[config.mk]
export PLATFORM = sky130hd
export DESIGN_NAME = clp_top
export DESIGN_NICKNAME = d
export VERILOG_FILES = /design/src/clp_pkg.sv /design/src/clp_buf.sv /design/src/clp_top.sv
export VERILOG_INCLUDE_DIRS = /design/src
export SDC_FILE = /design/constraint.sdc
export NUM_CORES = 1
export LEC_CHECK = 0
export CAP_MARGIN = 0
export CORE_ASPECT_RATIO = 1.25
export CORE_MARGIN = 3
export CORE_UTILIZATION = 29
export CTS_CLUSTER_SIZE = 14
export DETAILED_ROUTE_END_ITERATION = 10
export DONT_BUFFER_PORTS = 1
export PLACE_DENSITY = 0.53
export SYNTH_ARGS = -nofsm -noshare
export SYNTH_HDL_FRONTEND = slang
export SYNTH_SLANG_ARGS = --single-unit
[constraint.sdc]
create_clock -name CORE_CLK -period 4.3 [get_ports CORE_CLK]
set_input_delay 0.43 -clock CORE_CLK [delete_from_list [all_inputs] [get_ports CORE_CLK]]
set_output_delay 0.43 -clock CORE_CLK [all_outputs]
set_load 0.05 [all_outputs]
[src/clp_params.svh]
// Constants for the channel-list pointer and transfer path block
`ifndef CLP_PARAMS_SVH
`define CLP_PARAMS_SVH
`define CLP_PTR_W 8
`define CLP_WORD_W 16
`define CLP_CSR_W 16
`define CLP_INSTR_LSB 11
`define CLP_INSTR_MSB 13
`define CLP_INSTR_LOAD_START_CUR 3'h1
`define CLP_INSTR_LOAD_FINAL 3'h2
`define CLP_INSTR_INIT 3'h3
`define CLP_MODE_OFF 2'h0
`define CLP_MODE_HOST_A 2'h1
`define CLP_MODE_EXT 2'h2
`define CLP_MODE_HOST_B 2'h3
`define CLP_BUF_DEPTH 2
`endif

[src/clp_pkg.sv]
// Types for the channel-list pointer and transfer path block
`default_nettype none
package clp_pkg;
  typedef enum logic [1:0] {
    CLP_DST_NONE,
    CLP_DST_HOST,
    CLP_DST_EXT
  } clp_dest_t;
  typedef struct packed {
    logic [15:0] data;
    logic [7:0] addr;
  } clp_sample_t;
  typedef struct packed {
    logic [2:0] instr;
    logic [15:0] wdata;
  } clp_cmd_t;
endpackage
`default_nettype wire

[src/clp_buf.sv]
// Two-entry buffer with valid and ready on both sides
`timescale 1ns/100ps
`default_nettype none
module clp_buf #(
  parameter int WIDTH = 24
) (
  input wire logic clk,
  input wire logic rst,
  input wire logic ce,
  input wire logic in_valid,
  output logic in_ready,
  input wire logic [WIDTH-1:0] in_data,
  output logic out_valid,
  input wire logic out_ready,
  output logic [WIDTH-1:0] out_data
);
  logic [WIDTH-1:0] mem_reg [0:1];
  logic wr_ptr_reg;
  logic rd_ptr_reg;
  logic [1:0] count_reg;
  logic push;
  logic pop;
  assign push = in_valid && in_ready;
  assign pop = out_valid && out_ready;
  assign in_ready = (count_reg != 2'h2);
  assign out_valid = (count_reg != 2'h0);
  always_ff @(posedge clk)
  begin
    if (ce && push)
    begin
      mem_reg[wr_ptr_reg] <= in_data;
    end
  end
  always_ff @(posedge clk)
  begin
    if (rst)
    begin
      wr_ptr_reg <= 1'b0;
      rd_ptr_reg <= 1'b0;
      count_reg <= 2'h0;
    end
    else if (ce)
    begin
      if (push)
      begin
        wr_ptr_reg <= ~wr_ptr_reg;
      end
      if (pop)
      begin
        rd_ptr_reg <= ~rd_ptr_reg;
      end
      count_reg <= count_reg + {1'b0, push} - {1'b0, pop};
    end
  end
  assign out_data = mem_reg[rd_ptr_reg];
endmodule
`default_nettype wire

[src/clp_top.sv]
// Channel-list pointer logic and conversion data path selection
`timescale 1ns/100ps
`default_nettype none
`include "clp_params.svh"
module clp_top
  import clp_pkg::*;
(
  input wire logic CORE_CLK,
  input wire logic SRST,
  input wire logic CE,
  input wire logic CMD_VALID,
  input wire logic [`CLP_CSR_W-1:0] CMD_CSR,
  input wire logic [`CLP_WORD_W-1:0] CMD_WDATA,
  output logic CMD_DONE,
  output logic CMD_REFUSED,
  input wire logic [1:0] MODE_SEL,
  input wire logic EXT_ATTACHED,
  input wire logic SCAN_ACTIVE,
  input wire logic CONV_DONE,
  input wire logic [`CLP_WORD_W-1:0] CONV_DATA,
  output logic CONV_READY,
  output logic [`CLP_PTR_W-1:0] LIST_ADDR,
  output logic SCAN_LAST,
  output logic RANGE_VALID,
  output logic [`CLP_PTR_W-1:0] START_PTR,
  output logic [`CLP_PTR_W-1:0] FINAL_PTR,
  output logic HOST_REQ,
  output logic [`CLP_WORD_W-1:0] HOST_DATA,
  input wire logic HOST_GRANT,
  output logic EXT_WR,
  output logic [`CLP_WORD_W-1:0] EXT_DATA,
  input wire logic EXT_ACK
);
  // ----------------------------------------
  // Decoding
  // ----------------------------------------
  function automatic clp_dest_t mode_dest(input logic [1:0] sel, input logic ext_ok);
    clp_dest_t d;
    d = CLP_DST_NONE;
    unique case (sel)
      `CLP_MODE_OFF: d = CLP_DST_NONE;
      `CLP_MODE_HOST_A, `CLP_MODE_HOST_B: d = CLP_DST_HOST;
      `CLP_MODE_EXT: d = ext_ok ? CLP_DST_EXT : CLP_DST_NONE;
    endcase
    return d;
  endfunction

  clp_cmd_t cmd;
  clp_dest_t dest;
  logic active_busy;
  logic [`CLP_PTR_W-1:0] start_reg;
  logic [`CLP_PTR_W-1:0] cur_reg;
  logic [`CLP_PTR_W-1:0] final_reg;
  logic valid_reg;
  logic [`CLP_PTR_W-1:0] cur_next;
  logic [1:0] mode_s1_reg;
  logic [1:0] mode_s2_reg;
  logic ext_s1_reg;
  logic ext_s2_reg;

  assign cmd.instr = CMD_CSR[`CLP_INSTR_MSB:`CLP_INSTR_LSB];
  assign cmd.wdata = CMD_WDATA;

  // ----------------------------------------
  // Pin synchronisers
  // ----------------------------------------
  always_ff @(posedge CORE_CLK)
  begin
    if (SRST)
    begin
      mode_s1_reg <= 2'h0;
      mode_s2_reg <= 2'h0;
      ext_s1_reg <= 1'b0;
      ext_s2_reg <= 1'b0;
    end
    else if (CE)
    begin
      mode_s1_reg <= MODE_SEL;
      mode_s2_reg <= mode_s1_reg;
      ext_s1_reg <= EXT_ATTACHED;
      ext_s2_reg <= ext_s1_reg;
    end
  end

  assign dest = mode_dest(mode_s2_reg, ext_s2_reg);
  assign active_busy = SCAN_ACTIVE;

  // ----------------------------------------
  // Pointer logic
  // ----------------------------------------
  always_comb
  begin
    if (cur_reg == final_reg)
    begin
      cur_next = start_reg;
    end
    else
    begin
      cur_next = cur_reg + 8'h01;
    end
  end

  always_ff @(posedge CORE_CLK)
  begin
    if (SRST)
    begin
      start_reg <= 8'h00;
      cur_reg <= 8'h00;
      final_reg <= 8'h00;
      valid_reg <= 1'b0;
    end
    else if (CE)
    begin
      if (CMD_VALID && !active_busy)
      begin
        unique case (cmd.instr)
          `CLP_INSTR_LOAD_START_CUR:
          begin
            start_reg <= cmd.wdata[15:8];
            cur_reg <= cmd.wdata[7:0];
          end
          `CLP_INSTR_LOAD_FINAL:
          begin
            final_reg <= cmd.wdata[7:0];
            valid_reg <= 1'b1;
          end
          `CLP_INSTR_INIT:
          begin
            start_reg <= 8'h00;
            cur_reg <= 8'h00;
            final_reg <= 8'h00;
            valid_reg <= 1'b0;
          end
          default:
          begin
          end
        endcase
      end
      else if (active_busy && CONV_DONE && CONV_READY && valid_reg)
      begin
        cur_reg <= cur_next;
      end
    end
  end

  // ----------------------------------------
  // Command answer and pointer outputs
  // ----------------------------------------
  always_ff @(posedge CORE_CLK)
  begin
    if (SRST)
    begin
      CMD_DONE <= 1'b0;
      CMD_REFUSED <= 1'b0;
      LIST_ADDR <= 8'h00;
      SCAN_LAST <= 1'b0;
      RANGE_VALID <= 1'b0;
      START_PTR <= 8'h00;
      FINAL_PTR <= 8'h00;
    end
    else if (CE)
    begin
      CMD_DONE <= CMD_VALID && !active_busy;
      CMD_REFUSED <= CMD_VALID && active_busy;
      LIST_ADDR <= cur_reg;
      SCAN_LAST <= valid_reg && (cur_reg == final_reg);
      RANGE_VALID <= valid_reg;
      START_PTR <= start_reg;
      FINAL_PTR <= final_reg;
    end
  end

  // ----------------------------------------
  // Data path
  // ----------------------------------------
  logic buf_in_valid;
  logic buf_in_ready;
  logic buf_out_valid;
  logic buf_out_ready;
  clp_sample_t buf_in;
  clp_sample_t buf_out;
  logic sending_reg;
  clp_dest_t send_dest_reg;

  assign buf_in_valid = CONV_DONE && CONV_READY && (dest != CLP_DST_NONE);
  assign buf_in.data = CONV_DATA;
  assign buf_in.addr = cur_reg;
  assign buf_out_ready = !sending_reg;

  clp_buf #(
    .WIDTH($bits(clp_sample_t))
  ) u_buf (
    .clk(CORE_CLK),
    .rst(SRST),
    .ce(CE),
    .in_valid(buf_in_valid),
    .in_ready(buf_in_ready),
    .in_data(buf_in),
    .out_valid(buf_out_valid),
    .out_ready(buf_out_ready),
    .out_data(buf_out)
  );

  always_ff @(posedge CORE_CLK)
  begin
    if (SRST)
    begin
      CONV_READY <= 1'b0;
    end
    else if (CE)
    begin
      CONV_READY <= buf_in_ready && !(buf_in_valid && CONV_READY);
    end
  end

  always_ff @(posedge CORE_CLK)
  begin
    if (SRST)
    begin
      sending_reg <= 1'b0;
      send_dest_reg <= CLP_DST_NONE;
      HOST_REQ <= 1'b0;
      HOST_DATA <= 16'h0000;
      EXT_WR <= 1'b0;
      EXT_DATA <= 16'h0000;
    end
    else if (CE)
    begin
      if (!sending_reg && buf_out_valid)
      begin
        sending_reg <= 1'b1;
        send_dest_reg <= dest;
        if (dest == CLP_DST_EXT)
        begin
          EXT_WR <= 1'b1;
          EXT_DATA <= buf_out.data;
        end
        else
        begin
          HOST_REQ <= 1'b1;
          HOST_DATA <= buf_out.data;
        end
      end
      else if (sending_reg && send_dest_reg == CLP_DST_EXT && EXT_ACK)
      begin
        EXT_WR <= 1'b0;
        sending_reg <= 1'b0;
      end
      else if (sending_reg && send_dest_reg != CLP_DST_EXT && HOST_GRANT)
      begin
        HOST_REQ <= 1'b0;
        sending_reg <= 1'b0;
      end
    end
  end
endmodule
`default_nettype wire

==> qor.txt <==
Switch Pwr -> 0.773 mW
Grt total ovfl -> 0
Overall Global Routing Usage -> 13.2%
Post_cts resized -> 0
Post-Synth XOR/XNOR Area -> 3.29%
Worst-Skew Late Latency -> 420 ps
Top cells by count, synth -> dfxtp_1, nor2_1, mux2i_1
Maximum clock path buffer count -> 2
Post-detailed-routing wire length -> 12.7 mm
Critical Path RT -> 4340 ps
P_int -> 2.34 mW
Largest net degree at the start of global routing -> 102
Primary FF master, synth -> dfxtp_1
Synth Area in Compound Gates -> 10.1%
Initial antenna violation count -> 0
Wire length of the first global-routing pass -> 20.1 mm
TNS Setup -> 0 ps
Placed Cells -> 685
Number of global-route vias before repair -> 3641
Mapped Cells -> 493
Max-Cap Viols -> 0
Mean area per synthesized cell -> 10.6 um2
Sw Ratio -> 24.8%
Placement Rows -> 54
Fmax -> 387 MHz
CTS tree -> done
# setup viols final -> 0
Logic pwr share -> 5.2%
FILL cells -> 1750
Routed Antenna Nets -> 0
TritonCTS Buffers -> 17
CP startpoint -> CONV_READY$_SDFFE_PP0P_
Root Buffer Master -> clkbuf_16
Hold WC Path Type -> primary input to flop
Power per cell area -> 520 mW/mm2
CTS H-Tree Depth -> 4
Via-to-Cell Ratio -> 5.02
Top cell type's share of synthesized area -> 38.9%
LEAKAGE -> 2.05 nW
Largest family of logic cells by synthesized area -> simple AND/OR/NAND/NOR gates
HPWL after DPL -> 8.61 mm
TritonRoute pass-1 iters -> 4
Chip width -> 126 um
Chip Height -> 156 um
Most instantiated library cell after synthesis -> dfxtp_1
Async SR Flop Fraction -> 0%
RSZ-0062 raised after global routing -> no
Final period util -> 60.1%
FF+latch count, synth -> 134
CP Launch Type -> flop
Syn Std Cell Area -> 0.00525 mm2
Worst-path clk slew -> 60 ps
Worst-margin pin slew -> 1170 ps
Reg power frac -> 47.3%
Post-Syn Nets -> 555
Fin crit period -> 2580 ps
Post-synth EDFFs -> 32
Number of distinct library cells after synthesis -> 42
Final Max Slew Viols -> 0
Nets -> 542
Peak supply drop -> 0.262 mV
Min-delay src -> SRST
Share of cells above drive strength 1 -> 8.32%
Yosys warnings -> 0
Post-CTS Hold Buffers -> 0
Cell taking the most area after synthesis -> dfxtp_1
Maximum fanout along the worst path -> 16
Seq/Total Area, Yosys -> 57.3%
Post-route DRC violation count -> 0
Post-Synth Simple-Gate Area -> 14.8%
Critical Path Sink Type -> flop
Clk_skew -> 5.72 ps
Non-filler instance count after layout -> 717
Vias -> 3599
Status -> finished clean
Io pins -> 122
Arrival time of the worst setup path -> 2630 ps
Worst flop-to-flop path startpoint -> CONV_READY$_SDFFE_PP0P_
Post-synthesis mux area share -> 10.3%
Input/output buffers -> 0
Kind of critical path -> flop to flop
Global placement routability congestion -> 0.830
Worst slew margin -> 21.4%
Clock power frac -> 47.5%
Most area-consuming cells after synthesis -> dfxtp_1, edfxtp_1, mux2i_1
Initial cell density of the core -> 29.7%
Initial DRC Count -> 213
Post CTS Setup Buffer Count -> 0
Die ar. -> 0.0197 mm2
Max FFs per register -> 32
Fin. Hold Viols -> 0
CTS sink cnt -> 134
Diode count -> 0
Core box area -> 0.0176 mm2
DR WL/cell -> 17.7 um
Area share of fa/ha/maj cells after synthesis -> 0.716%
Synth-to-Final Area Change -> 14.1%
-- worst paths after layout --
kind | end | slack, ps | depth (start not counted)
setup reg to reg | u_buf.mem_reg[0][8]$_DFFE_PP_ | 1720 | 4
hold reg to reg | send_dest_reg[0]$_SDFFE_PP0P_ | 470 | 2
hold / removal | LIST_ADDR[6]$_SDFFE_PP0P_ | 80 | 1
setup / recovery | u_buf.mem_reg[0][8]$_DFFE_PP_ | 1720 | 4
-- critical path, cell delays in order (launching register included) --
cell and delay, ps:
dfxtp_1 740, nand2_1 180, nor3_1 390, nand2_1 160, nor2_2 730
-- per-stage QoR --
step / total power, mW / area [um2] / util, % / setup WS, ps / hold slack [ps]
3_3_place_gp: 1.66 / 5380 / 30.5 / 1720 / 444
4_1_cts: 3.15 / 5990 / 34.0 / 1640 / 60.8
2_1_floorplan: 1.65 / 5250 / - / 2020 / 437
3_5_place_dp: 1.66 / 5380 / 30.5 / 1650 / 457
5_1_grt: 3.23 / 5990 / 34.0 / 1480 / 60.6
6_report: 3.11 / 5990 / 34.0 / 1720 / 79.4
-- layout make-up --
cell class	count	area [um2]	share of cell area, %
Clock inverter	12	121	2.03
Sequential cell	134	3000	50.2
Multi-Input combinational cell	321	2060	34.4
Inverter	3	11.3	0.188
Timing Repair Buffer	3	22.5	0.376
Tap cell	224	280	4.68
Clock buffer	20	489	8.17
-- kinds of logic after synthesis --
group                      after synthesis
AOI/OAI and AO/OA                       80
xor gates and xnor gates                18
adders and majority gates                3
buffers and inverters                   38
DFF                                    134
muxes                                   54
and+or+nand+nor                        166
-- power groups by stage --
stage	Combinational, mW	Clock (mW)	Sequential (mW)
floorplan	0.171	0	1.48
global placement	0.158	0	1.50
detailed placement	0.162	0	1.50
CTS	0.164	1.52	1.47
global route	0.185	1.57	1.48
finish	0.162	1.48	1.47
-- placed cells by master, fill, tap and decap left out, types with 3 or more instances in the layout --
| cell type | instances |
|---|---|
| dfxtp_1 | 102 |
| nor2_1 | 89 |
| mux2i_1 | 54 |
| a211oi_1 | 33 |
| edfxtp_1 | 32 |
| a21oi_1 | 27 |
| nand2_1 | 19 |
| nand3_1 | 19 |
| clkbuf_16 | 19 |
| xnor2_1 | 11 |
| nor3b_1 | 8 |
| nor2b_1 | 6 |
| and3_1 | 5 |
| xor2_1 | 5 |
| nand4_1 | 4 |
| a32oi_1 | 4 |
| o21ai_1 | 4 |
| inv_1 | 3 |
| a31oi_1 | 3 |
| ha_1 | 3 |
| clkinv_1 | 3 |
| clkinvlp_4 | 3 |
| buf_4 | 3 |
-- metal layers --
metal  global-route usage (%)  vias up  part of all wire, %
met5                        0        -                    0
met4                     6.39        0                  2.5
met3                     6.96       31                   12
met2                     21.4      135                   48
met1                     14.2     1715                   38
li1                         -     1718                    -
(Power assumes the default switching activity.)
